## src/hdl/bxd_pkg.sv

```systemverilog
// Shared constants and carrier types for the bulk X/Y buffer DMA channel.
// Assumes a single 10 MHz clock and same-clock port and USB-side logic.
package bxd_pkg;

  // Clock rate and the 1 ms frame tick that clocks the timeout.
  localparam int unsigned CLK_PERIOD_NS = 32'h0000_0064;
  localparam int unsigned FRAME_TICK_NS = 32'h000F_4240;
  localparam int unsigned FRAME_CYCLES = FRAME_TICK_NS / CLK_PERIOD_NS;

  // Packet and buffer geometry.
  localparam logic [6:0] PKT_BYTES = 7'h40;
  localparam logic [6:0] PKT_LAST = 7'h3F;

  // Register offsets.
  localparam logic [1:0] OFS_CFG = 2'h0;
  localparam logic [1:0] OFS_TMO = 2'h1;
  localparam logic [1:0] OFS_AUX = 2'h2;

  // Field positions in the channel configuration register.
  localparam int unsigned CFG_RUN = 32'h0000_0007;
  localparam int unsigned CFG_IEN = 32'h0000_0006;
  localparam int unsigned CFG_CEN = 32'h0000_0005;
  localparam int unsigned CFG_XY = 32'h0000_0004;
  localparam int unsigned CFG_DIR = 32'h0000_0003;

  // Field positions in the timeout and status register.
  localparam int unsigned TMO_TEN = 32'h0000_0007;
  localparam int unsigned TMO_VAL_LSB = 32'h0000_0002;
  localparam int unsigned TMO_FLAG = 32'h0000_0001;
  localparam int unsigned TMO_PARTIAL_PACKET_FLAG = 32'h0000_0000;

  // Field positions in the auxiliary status register.
  localparam int unsigned AUX_OVR = 32'h0000_0000;
  localparam int unsigned AUX_UIRQ = 32'h0000_0001;
  localparam int unsigned AUX_HALT = 32'h0000_0002;

  // Port selection codes.
  localparam logic [1:0] PSEL_SER0 = 2'h0;
  localparam logic [1:0] PSEL_SER1 = 2'h1;
  localparam logic [1:0] PSEL_PAR = 2'h2;

  // Channel states.
  typedef enum logic [3:0] {
    ST_IDLE = 4'h1,
    ST_IN = 4'h2,
    ST_OUT = 4'h4,
    ST_HALT = 4'h8
  } bxd_state_type;

  // Register port request.
  typedef struct packed {
    logic wr;
    logic rd;
    logic [1:0] addr;
    logic [7:0] wdata;
  } bxd_bus_req_type;

  // Receive side of the selected port.
  typedef struct packed {
    logic avail;
    logic err;
    logic [7:0] data;
  } bxd_rx_type;

  // Host-to-device bytes arriving from the USB side.
  typedef struct packed {
    logic wr;
    logic end_pkt;
    logic [7:0] data;
  } bxd_usb_out_type;

endpackage

```

## src/hdl/bxd_frame_timer.sv

```systemverilog
// Transaction timeout: 1 ms frame tick divider and a reloadable down counter.
// Assumes arm and load come from logic on the same clock.
`timescale 1ns/1ps
module bxd_frame_timer #(
  parameter int unsigned FRAME_CYCLES = bxd_pkg::FRAME_CYCLES
) (
  input wire logic mclk_i,
  input wire logic rst_n_i,
  input wire logic arm_i,
  input wire logic load_i,
  input wire logic [4:0] tval_i,
  output logic expire_o
);
  localparam int unsigned DW = $clog2(FRAME_CYCLES + 1);

  typedef struct packed {
    logic [DW-1:0] div;
    logic tick;
    logic [4:0] cnt;
    logic expire;
  } bxd_tmr_state_type;

  bxd_tmr_state_type st_ff;
  bxd_tmr_state_type nxt_st;

  // Free-running frame tick, reload on each byte, count down per tick.
  always_comb begin
    nxt_st = st_ff;
    nxt_st.tick = 1'b0;
    nxt_st.expire = 1'b0;
    if (st_ff.div == DW'(FRAME_CYCLES - 1)) begin
      nxt_st.div = '0;
      nxt_st.tick = 1'b1;
    end else begin
      nxt_st.div = st_ff.div + DW'(1);
    end
    if (!arm_i || load_i) begin
      nxt_st.cnt = tval_i;
    end else if (st_ff.tick) begin
      if (st_ff.cnt <= 5'h01) begin
        nxt_st.cnt = 5'h00;
        nxt_st.expire = 1'b1;
      end else begin
        nxt_st.cnt = st_ff.cnt - 5'h01;
      end
    end
  end

  // State register.
  always_ff @(posedge mclk_i or negedge rst_n_i) begin
    if (!rst_n_i) begin
      st_ff <= '0;
    end else begin
      st_ff <= nxt_st;
    end
  end

  assign expire_o = st_ff.expire;
endmodule // bxd_frame_timer

```

## src/hdl/bxd_dma_core.sv

```systemverilog
// Bulk DMA channel moving bytes between a port and X/Y endpoint buffers,
// with the buffer manager that hands buffers to and from the USB side.
// Assumes port and USB-side logic on the same clock; registers on a plain port.
// Function
// - Flows serve both serial channels and the parallel port in every mode.
// - Channel starts continuous transfer when the run bit is written to 1.
// - Inbound, a full 64-byte buffer records count and clears its handoff flag.
// - Buffer manager sends a ready input buffer by its count, toggling X/Y.
// - DMA alternates X and Y buffers without firmware until termination.
// - Inbound timeout with partial data sets timeout, clears overrun, hands off.
// - Buffer manager delivers a partial input packet like a full one.
// - Inbound timeout with both buffers unsent stops, sets timeout and overrun.
// - Serial receive error stops DMA, timeout set, overrun clear, run stays 1.
// - Serial receive error raises the port status interrupt.
// - Outbound, a full 64-byte buffer records count and sets handoff flag.
// - DMA empties each ready output buffer by its count, alternating X/Y.
// - Outbound short buffer is sent, timeout cleared, partial set, irq raised.
// - Outbound timeout with both buffers full stops, timeout set, overrun clear.
// - Timeout reloads on each byte, counts 1 ms ticks, expiry ends the run and returns to idle.
// - With interrupt enabled, falling run bit interrupts firmware.
// - Timeout flag clears on writing 1 or after an outbound short buffer.
`timescale 1ns/1ps
module bxd_dma_core #(
  parameter int unsigned FRAME_CYCLES = bxd_pkg::FRAME_CYCLES
) (
  input wire logic mclk_i,
  input wire logic rst_n_i,
  input wire bxd_pkg::bxd_bus_req_type bus_i,
  output logic [7:0] rdata_o,
  input wire bxd_pkg::bxd_rx_type rx_i,
  output logic rx_rd_o,
  input wire logic tx_ready_i,
  output logic tx_wr_o,
  output logic [7:0] tx_data_o,
  output logic [1:0] port_sel_o,
  input wire logic usb_in_rd_i,
  input wire logic usb_in_done_i,
  output logic usb_in_ready_o,
  output logic [6:0] usb_in_count_o,
  output logic [7:0] usb_in_data_o,
  input wire bxd_pkg::bxd_usb_out_type usb_out_i,
  output logic usb_out_room_o,
  output logic dma_irq_o,
  output logic uart_status_irq_o
);

  typedef struct packed {
    bxd_pkg::bxd_state_type fsm;
    logic run;
    logic ien;
    logic cen;
    logic dir_out;
    logic [1:0] psel;
    logic ten;
    logic [4:0] tval;
    logic tflag;
    logic partial_packet_flag;
    logic ovr;
    logic uirq;
    logic seen;
    logic [1:0] hand;
    logic [1:0][6:0] bcnt;
    logic dma_xy;
    logic ubm_xy;
    logic [6:0] dma_idx;
    logic [6:0] ubm_idx;
    logic [7:0] rdata;
    logic rx_rd;
    logic tx_wr;
    logic [7:0] tx_data;
    logic [7:0] usb_data;
    logic usb_ready;
    logic [6:0] usb_count;
    logic usb_room;
    logic irq;
  } bxd_core_state_type;

  bxd_core_state_type st_ff;
  bxd_core_state_type nxt_st;
  logic [7:0] buf_mem [0:127];
  logic mem_we;
  logic [6:0] mem_wa;
  logic [7:0] mem_wd;
  logic byte_moved;
  logic tmo_arm;
  logic tmo_expire;

  // Buffer address from X/Y select and byte index.
  function automatic logic [6:0] buf_addr(input logic xy, input logic [6:0] idx);
    buf_addr = {xy, idx[5:0]};
  endfunction

  // Register read mux; the unused offset reads zero.
  function automatic logic [7:0] reg_read(input bxd_core_state_type s,
                                          input logic [1:0] a);
    reg_read = 8'h00;
    case (a)
      bxd_pkg::OFS_CFG: reg_read = {s.run, s.ien, s.cen, s.ubm_xy, s.dir_out, 1'b0, s.psel};
      bxd_pkg::OFS_TMO: reg_read = {s.ten, s.tval, s.tflag, s.partial_packet_flag};
      bxd_pkg::OFS_AUX: reg_read = {5'h00, s.fsm == bxd_pkg::ST_HALT, s.uirq, s.ovr};
      default: reg_read = 8'h00;
    endcase
  endfunction

  // Timeout runs inbound after the first byte, outbound while both buffers wait.
  always_comb begin
    tmo_arm = 1'b0;
    if (st_ff.ten && st_ff.run) begin
      if (st_ff.fsm == bxd_pkg::ST_IN) begin
        tmo_arm = st_ff.seen;
      end else if (st_ff.fsm == bxd_pkg::ST_OUT) begin
        tmo_arm = &st_ff.hand;
      end
    end
  end

  bxd_frame_timer #(
    .FRAME_CYCLES(FRAME_CYCLES)
  ) u_timer (
    .mclk_i(mclk_i),
    .rst_n_i(rst_n_i),
    .arm_i(tmo_arm),
    .load_i(byte_moved),
    .tval_i(st_ff.tval),
    .expire_o(tmo_expire)
  );

  // Buffer manager, DMA engine and register writes; flag sets win over clears.
  always_comb begin
    logic cu;
    logic cd;
    nxt_st = st_ff;
    cu = st_ff.ubm_xy;
    cd = st_ff.dma_xy;
    nxt_st.rdata = 8'h00;
    nxt_st.rx_rd = 1'b0;
    nxt_st.tx_wr = 1'b0;
    nxt_st.irq = 1'b0;
    mem_we = 1'b0;
    mem_wa = 7'h00;
    mem_wd = 8'h00;
    byte_moved = 1'b0;
    // Software clears of sticky flags come first so that a hardware set wins.
    if (bus_i.wr && bus_i.addr == bxd_pkg::OFS_TMO) begin
      nxt_st.ten = bus_i.wdata[bxd_pkg::TMO_TEN];
      nxt_st.tval = bus_i.wdata[bxd_pkg::TMO_VAL_LSB +: 5];
      if (bus_i.wdata[bxd_pkg::TMO_FLAG]) begin
        nxt_st.tflag = 1'b0;
      end
      if (bus_i.wdata[bxd_pkg::TMO_PARTIAL_PACKET_FLAG]) begin
        nxt_st.partial_packet_flag = 1'b0;
      end
    end
    if (bus_i.wr && bus_i.addr == bxd_pkg::OFS_AUX) begin
      if (bus_i.wdata[bxd_pkg::AUX_OVR]) begin
        nxt_st.ovr = 1'b0;
      end
      if (bus_i.wdata[bxd_pkg::AUX_UIRQ]) begin
        nxt_st.uirq = 1'b0;
      end
    end
    if (bus_i.rd) begin
      nxt_st.rdata = reg_read(st_ff, bus_i.addr);
    end
    // Buffer manager, inbound: drain ready buffers, also after the run has ended.
    if (st_ff.seen && !st_ff.dir_out) begin
      if (usb_in_rd_i && !st_ff.hand[cu]) begin
        nxt_st.usb_data = buf_mem[buf_addr(cu, st_ff.ubm_idx)];
        nxt_st.ubm_idx = st_ff.ubm_idx + 7'h01;
      end
      if (usb_in_done_i && !st_ff.hand[cu]) begin
        nxt_st.hand[cu] = 1'b1;
        nxt_st.ubm_xy = ~cu;
        nxt_st.ubm_idx = 7'h00;
      end
    end
    // Buffer manager, outbound: fill an empty buffer and hand it to the DMA.
    if (st_ff.run && st_ff.dir_out && !st_ff.hand[cu]) begin
      if (usb_out_i.wr) begin
        mem_we = 1'b1;
        mem_wa = buf_addr(cu, st_ff.ubm_idx);
        mem_wd = usb_out_i.data;
        nxt_st.ubm_idx = st_ff.ubm_idx + 7'h01;
        if (st_ff.ubm_idx == bxd_pkg::PKT_LAST) begin
          nxt_st.bcnt[cu] = bxd_pkg::PKT_BYTES;
          nxt_st.hand[cu] = 1'b1;
          nxt_st.ubm_xy = ~cu;
          nxt_st.ubm_idx = 7'h00;
        end
      end else if (usb_out_i.end_pkt) begin
        nxt_st.bcnt[cu] = st_ff.ubm_idx;
        nxt_st.hand[cu] = 1'b1;
        nxt_st.ubm_xy = ~cu;
        nxt_st.ubm_idx = 7'h00;
      end
    end
    // DMA engine.
    case (st_ff.fsm)
      bxd_pkg::ST_IN: begin
        if (rx_i.err && st_ff.psel != bxd_pkg::PSEL_PAR) begin
          nxt_st.fsm = bxd_pkg::ST_HALT;
          nxt_st.tflag = 1'b1;
          nxt_st.ovr = 1'b0;
          nxt_st.uirq = 1'b1;
        end else if (tmo_expire) begin
          nxt_st.tflag = 1'b1;
          nxt_st.run = 1'b0;
          nxt_st.fsm = bxd_pkg::ST_IDLE;
          if (st_ff.hand == 2'b00) begin
            nxt_st.ovr = 1'b1;
          end else begin
            nxt_st.ovr = 1'b0;
            if (st_ff.dma_idx != 7'h00) begin
              nxt_st.bcnt[cd] = st_ff.dma_idx;
              nxt_st.hand[cd] = 1'b0;
              nxt_st.dma_xy = ~cd;
              nxt_st.dma_idx = 7'h00;
            end
          end
        end else if (st_ff.cen && st_ff.hand[cd] && rx_i.avail && !st_ff.rx_rd) begin
          mem_we = 1'b1;
          mem_wa = buf_addr(cd, st_ff.dma_idx);
          mem_wd = rx_i.data;
          nxt_st.rx_rd = 1'b1;
          nxt_st.seen = 1'b1;
          byte_moved = 1'b1;
          nxt_st.dma_idx = st_ff.dma_idx + 7'h01;
          if (st_ff.dma_idx == bxd_pkg::PKT_LAST) begin
            nxt_st.bcnt[cd] = bxd_pkg::PKT_BYTES;
            nxt_st.hand[cd] = 1'b0;
            nxt_st.dma_xy = ~cd;
            nxt_st.dma_idx = 7'h00;
          end
        end
      end
      bxd_pkg::ST_OUT: begin
        if (tmo_expire) begin
          nxt_st.tflag = 1'b1;
          nxt_st.ovr = 1'b0;
          nxt_st.run = 1'b0;
          nxt_st.fsm = bxd_pkg::ST_IDLE;
        end else if (st_ff.cen && st_ff.hand[cd] && !st_ff.tx_wr) begin
          if (st_ff.bcnt[cd] == 7'h00) begin
            nxt_st.hand[cd] = 1'b0;
            nxt_st.dma_xy = ~cd;
            nxt_st.tflag = 1'b0;
            nxt_st.partial_packet_flag = 1'b1;
            nxt_st.run = 1'b0;
            nxt_st.fsm = bxd_pkg::ST_IDLE;
          end else if (tx_ready_i) begin
            nxt_st.tx_wr = 1'b1;
            nxt_st.tx_data = buf_mem[buf_addr(cd, st_ff.dma_idx)];
            byte_moved = 1'b1;
            nxt_st.dma_idx = st_ff.dma_idx + 7'h01;
            if (st_ff.dma_idx + 7'h01 == st_ff.bcnt[cd]) begin
              nxt_st.hand[cd] = 1'b0;
              nxt_st.dma_xy = ~cd;
              nxt_st.dma_idx = 7'h00;
              if (st_ff.bcnt[cd] < bxd_pkg::PKT_BYTES) begin
                nxt_st.tflag = 1'b0;
                nxt_st.partial_packet_flag = 1'b1;
                nxt_st.run = 1'b0;
                nxt_st.fsm = bxd_pkg::ST_IDLE;
              end
            end
          end
        end
      end
      bxd_pkg::ST_IDLE: begin
        nxt_st.fsm = bxd_pkg::ST_IDLE;
      end
      bxd_pkg::ST_HALT: begin
        nxt_st.fsm = bxd_pkg::ST_HALT;
      end
      default: begin
        nxt_st.fsm = bxd_pkg::ST_IDLE;
      end
    endcase
    // Configuration write comes last; a new run starts a fresh X/Y cycle.
    if (bus_i.wr && bus_i.addr == bxd_pkg::OFS_CFG) begin
      nxt_st.run = bus_i.wdata[bxd_pkg::CFG_RUN];
      nxt_st.ien = bus_i.wdata[bxd_pkg::CFG_IEN];
      nxt_st.cen = bus_i.wdata[bxd_pkg::CFG_CEN];
      nxt_st.psel = bus_i.wdata[1:0];
      if (!bus_i.wdata[bxd_pkg::CFG_RUN]) begin
        nxt_st.fsm = bxd_pkg::ST_IDLE;
      end else if (!st_ff.run) begin
        nxt_st.dir_out = bus_i.wdata[bxd_pkg::CFG_DIR];
        nxt_st.fsm = bus_i.wdata[bxd_pkg::CFG_DIR] ? bxd_pkg::ST_OUT : bxd_pkg::ST_IN;
        nxt_st.hand = bus_i.wdata[bxd_pkg::CFG_DIR] ? 2'b00 : 2'b11;
        nxt_st.dma_xy = bus_i.wdata[bxd_pkg::CFG_XY];
        nxt_st.ubm_xy = bus_i.wdata[bxd_pkg::CFG_XY];
        nxt_st.dma_idx = 7'h00;
        nxt_st.ubm_idx = 7'h00;
        nxt_st.seen = 1'b0;
      end
    end
    // Completion interrupt on the falling edge of the run bit.
    nxt_st.irq = st_ff.run && !nxt_st.run && st_ff.ien;
    // USB-side views of the buffer currently owned by the buffer manager.
    nxt_st.usb_ready = nxt_st.seen && !nxt_st.dir_out && !nxt_st.hand[nxt_st.ubm_xy];
    nxt_st.usb_count = nxt_st.bcnt[nxt_st.ubm_xy];
    nxt_st.usb_room = nxt_st.run && nxt_st.dir_out && !nxt_st.hand[nxt_st.ubm_xy];
  end

  // Endpoint buffer RAM, X in the low half and Y in the high half.
  always_ff @(posedge mclk_i) begin
    if (mem_we) begin
      buf_mem[mem_wa] <= mem_wd;
    end
  end

  // State register.
  always_ff @(posedge mclk_i or negedge rst_n_i) begin
    if (!rst_n_i) begin
      st_ff <= '0;
      st_ff.fsm <= bxd_pkg::ST_IDLE;
    end else begin
      st_ff <= nxt_st;
    end
  end

  // Outputs come straight from the state register.
  assign rdata_o = st_ff.rdata;
  assign rx_rd_o = st_ff.rx_rd;
  assign tx_wr_o = st_ff.tx_wr;
  assign tx_data_o = st_ff.tx_data;
  assign port_sel_o = st_ff.psel;
  assign usb_in_ready_o = st_ff.usb_ready;
  assign usb_in_count_o = st_ff.usb_count;
  assign usb_in_data_o = st_ff.usb_data;
  assign usb_out_room_o = st_ff.usb_room;
  assign dma_irq_o = st_ff.irq;
  assign uart_status_irq_o = st_ff.uirq;
endmodule // bxd_dma_core

```

## config.mk

```make
export PLATFORM = sky130hd
export DESIGN_NAME = bxd_dma_core
export DESIGN_NICKNAME = d
export VERILOG_FILES = /design/src/hdl/bxd_pkg.sv /design/src/hdl/bxd_frame_timer.sv /design/src/hdl/bxd_dma_core.sv
export SDC_FILE = /design/constraint.sdc
export NUM_CORES = 2
export LEC_CHECK = 0
export BUFFER_PORTS_ARGS = -buffer_cell sky130_fd_sc_hd__buf_2
export CORE_MARGIN = 1.5
export CORE_UTILIZATION = 50
export CTS_BUF_LIST = sky130_fd_sc_hd__clkbuf_4 sky130_fd_sc_hd__clkbuf_8 sky130_fd_sc_hd__clkbuf_16
export DETAILED_ROUTE_END_ITERATION = 10
export PLACE_DENSITY = 0.66
export SYNTH_ARGS = -nofsm -noshare
export SYNTH_HDL_FRONTEND = slang
export SYNTH_HIERARCHICAL = 1
export SYNTH_SLANG_ARGS = --single-unit
```

## constraint.sdc

```tcl
create_clock -name mclk_i -period 5.6 [get_ports mclk_i]
set_clock_uncertainty 0.15 [all_clocks]
set_input_delay 1.68 -clock mclk_i [delete_from_list [all_inputs] [get_ports mclk_i]]
set_output_delay 1.68 -clock mclk_i [all_outputs]
set_load 0.01 [all_outputs]
```

==> qor_table.md <==
| Step | Result | Value |
|:---|:---|:---|
| pwr | Pwr Density | 298 mW/mm² |
| clocking | Clock sink total | 1,134 |
| logic synthesis | Average cell area after synthesis | 18.1 µm² |
| sta | Finish-stage setup viols | 0 |
| sta | Setup tns final | 0 ns |
| worst setup path | Category of the most critical setup path | primary input to register |
| sta | Unrepaired setup endpoints after global routing | no |
| sta | Highest attainable clock frequency | 213 MHz |
| drt | Vias | 31,500 |
| floorplan | Starting utilization of the core area | 50.6% |
| pwr | IR drop worst, VDD | 226 µV |
| run | Maximum capacitance violations | 0 |
| clocking | CTS tree | yes |
| floorplan | Area of the die | 0.109 mm² |
| sta | Crit path time final | 4.69 ns |
| logic synthesis | Sequential fraction of the synthesis area | 62.8% |
| drt | First-pass iteration count of the detailed router | 5 |
| sta | Number of slew-limit violations in the final report | 0 |
| logic synthesis | Synthesized area | 0.0534 mm² |
| finish | Fillers | 7,778 |
| place | Half-perimeter wire length of the detailed placement result | 102 mm |
| drt | DRT antenna net count | 0 |
| place | Number of placed instances, taps included | 4,314 |
| finish | Post-Layout Cell Count | 4,524 |
| global routing | All-Layer GR Usage | 28.3% |
| clocking | Cells resized by post-CTS repair | 0 |
| clocking | Root Buffer Master | sky130_fd_sc_hd__clkbuf_16 |
| drt | Number of design rule violations left after detail routing | 0 |
| clocking | CTS Buffer Depth | 3 |
| place | IO buf count | 75 |
| worst setup path | Most common cell type on the critical path | sky130_fd_sc_hd__nor2_1 |
| pwr | Leakage dissipation | 0.0212 µW |
| drt | Total routed wire length on the met1 layer | 58.0 mm |
| worst setup path | CP Max Fanout | 13 |
| clocking | CTS buffer count | 113 |
| drt | Uppermost routed layer | met5 |
| logic synthesis | Flip-flop and latch count after synthesis | 1,134 |
| place | GP Congestion | 1.00 |
| floorplan | Horizontal extent of the die | 330 µm |
| finish | Area added between synthesis and finish | 12.1% |
| global routing | Initial antenna violation count | 2 |
| floorplan | Core Rows | 119 |
| drt | Average wire per cell in the routed design | 33.6 µm |
| clocking | Post-CTS Setup Bufs | 0 |
| drt | Number of violations reported at the end of detailed-routing iteration 0 | 4,950 |
| drt | Total wire length after detailed routing | 152 mm |
| floorplan | Top Ports | 76 |
| worst setup path | Cells traversed along the worst timing path | buf_2 > nand3b_1 > nor3_2 > nand2_1 > inv_2 > o21ai_1 > nor2_1 > o21ai_4 > nor2_1 |
| status | Outcome | finished clean |
| global routing | Residual overflow from global routing | 0 |
| global routing | Vias in the first global route | 31,400 |
| worst setup path | Required @ worst endpoint | 5.77 ns |
| sta | Final hold viol count | 0 |
| worst setup path | Data arrival time of the critical path | 4.86 ns |
| sta | Share of the clock period used by the worst path | 83.7% |
| logic synthesis | EDFF count, synth | 1,024 |
| worst setup path | Startpoint types | primary input |
| logic synthesis | Predominant post-synthesis flop cell | sky130_fd_sc_hd__edfxtp_1 |
| clocking | Register clock-pin slew on the reported worst setup and hold paths | 0.06 ns |
| sta | Slew at the pin with the worst max-slew slack | 1.34 ns |
| logic synthesis | Share of synthesized registers carrying an async set or reset | 9.70% |
| finish | Post-route cell area | 0.0598 mm² |
| floorplan | Placeable core region | 0.106 mm² |
| worst setup path | Critical path's largest stage delay | 0.75 ns |
| global routing | Global-route wire length before repair | 221 mm |
| worst setup path | Capturing element type of the critical path | register |
| logic synthesis | Net count of the mapped netlist | 2,992 |
| place | Post-detailed-placement cell area | 0.0559 mm² |
| clocking | Level count of the clock H-tree | 3 |
| floorplan | Die outline height | 330 µm |
| drt | Detailed-route vias per instance | 6.96 |
| logic synthesis | Number of synthesis warnings | 6 |
| global routing | Largest net degree at the start of global routing | 102 |
| drt | Routed wire length on met2 | 71.8 mm |
| clocking | # hold bufs at CTS | 0 |
| logic synthesis | Instance count of the mapped netlist | 2,949 |
| sta | Relative slew margins | 10.4% |
| worst hold path | Worst min-delay path category | register to register |
| worst setup path | Slowest cell on the critical path | sky130_fd_sc_hd__nor2_1 |
| drt | Wire length on met3 | 16.5 mm |
| finish | Share of post-route cells with drive strength above 1 | 32.8% |
| logic synthesis | Number of distinct library cells after synthesis | 87 |
| clocking | Skew-Pair Late Insertion Delay | 0.71 ns |
| finish | Nets@finish | 3,081 |
## cells in the mapped netlist, drive strengths merged, types with 20 or more instances
master	instances	area, µm²
mux2i	58	584
a22oi	116	871
buf	151	828
a21oi	40	204
clkbuf	105	398
edfxtp	1024	30700
nand2	143	544
and2	20	125
mux4	544	12300
o21ai	49	249
o221ai	24	210
inv	21	78.8
nor2	183	694
nand3	45	225
a22o	57	499
a221oi	32	280
dfrtp	109	2730
## registers in the layout, summed over array words and instances (netlist names), 2 cells and up
name / cells
buf_mem: 1024
st_ff: 50
u_timer/st_ff: 20
rdata_o: 8
tx_data_o: 8
usb_in_data_o: 8
usb_in_count_o: 7
port_sel_o: 2
## placed cells by master, fill, tap and decap left out, types with 9 or more instances in the layout
master / n
sky130_fd_sc_hd__edfxtp_1: 1024
sky130_fd_sc_hd__mux4_2: 544
sky130_fd_sc_hd__nor2_1: 177
sky130_fd_sc_hd__nand2_1: 134
sky130_fd_sc_hd__buf_4: 131
sky130_fd_sc_hd__a22oi_1: 116
sky130_fd_sc_hd__clkbuf_16: 115
sky130_fd_sc_hd__dfrtp_1: 103
sky130_fd_sc_hd__buf_2: 74
sky130_fd_sc_hd__mux2i_1: 57
sky130_fd_sc_hd__a22o_1: 57
sky130_fd_sc_hd__nand3_1: 45
sky130_fd_sc_hd__o21ai_0: 44
sky130_fd_sc_hd__a21oi_1: 39
sky130_fd_sc_hd__a221oi_1: 32
sky130_fd_sc_hd__buf_12: 25
sky130_fd_sc_hd__o221ai_1: 24
sky130_fd_sc_hd__bufinv_16: 21
sky130_fd_sc_hd__and2_1: 19
sky130_fd_sc_hd__clkinv_1: 19
sky130_fd_sc_hd__inv_1: 18
sky130_fd_sc_hd__clkinv_2: 18
sky130_fd_sc_hd__xnor2_1: 15
sky130_fd_sc_hd__nor3_1: 14
sky130_fd_sc_hd__o31ai_1: 14
sky130_fd_sc_hd__nand4_1: 14
sky130_fd_sc_hd__nor4_1: 13
sky130_fd_sc_hd__mux2_2: 13
sky130_fd_sc_hd__and3_1: 11
sky130_fd_sc_hd__o22ai_1: 11
sky130_fd_sc_hd__inv_6: 10
sky130_fd_sc_hd__nand2_4: 9
sky130_fd_sc_hd__clkbuf_4: 9
## through the flow
stage | setup WS, ns | power, µW | hold WS [ns] | utilization (%)
after global placement | 0.590 | 9930 | 0.303 | 52.9
final | 0.914 | 17900 | 0.322 | 56.7
after floorplan | 0.591 | 9770 | 0.287 | -
after global routing | 0.733 | 18300 | 0.365 | 56.7
after CTS | 1.09 | 17900 | 0.331 | 56.7
after detailed placement | 0.315 | 9940 | 0.318 | 52.9
## cells by family after synthesis
kind of cell               synth area share (%)
muxes                                      24.3
AOI/OAI and AO/OA                          5.60
xor gates and xnor gates                  0.361
adders and majority gates                 0.141
and+or+nand+nor                            4.38
DFF                                        62.8
buffers and inverters                      2.44
## final cells by class
cell class	instances	area, µm²	share of cell area [%]
sequential	1134	33500	56.0
multi-input combinational	1538	18700	31.2
clock buffer	124	2950	4.92
timing repair buffer	230	1850	3.10
tap	1391	1740	2.91
clock inverter	85	1020	1.71
inverter	21	78.8	0.132
antenna	1	2.50	0.00418
## final timing paths
| kind | from | end | slack (ns) | cells past startpoint |
|---|---|---|---|---|
| hold / removal | tx_data_o[4] | tx_data_o[4] | 0.32 | 2 |
| min in group asynchronous | rst_n_i | u_timer/st_ff[3] | 1.01 | 1 |
| setup / recovery | rx_i[9] | buf_mem[8][4] | 0.91 | 9 |
| hold reg to reg | tx_data_o[4] | tx_data_o[4] | 0.32 | 2 |
| max in group asynchronous | rst_n_i | st_ff[65] | 3.30 | 2 |
| setup reg to reg | st_ff[44] | tx_data_o[7] | 1.13 | 7 |
## report_power, final
group	internal (µW)	switching, µW
clock	4780	3320
sequential	9140	56.9
combinational	240	329
## critical path, delay by kind of cell
| family | cells | cell delay, ns |
|---|---|---|
| AOI/OAI and AO/OA | 2 | 0.70 |
| buffers and inverters | 2 | 0.37 |
| and+or+nand+nor | 5 | 2.08 |
## per-layer routing
metal	vias to the layer above	GRT usage, %
met5	-	0
met3	300	5.50
li1	12700	-
met4	2	10.2
met2	2002	44.3
met1	16500	40.0
Note: power is estimated with default switching activity, not from simulation.
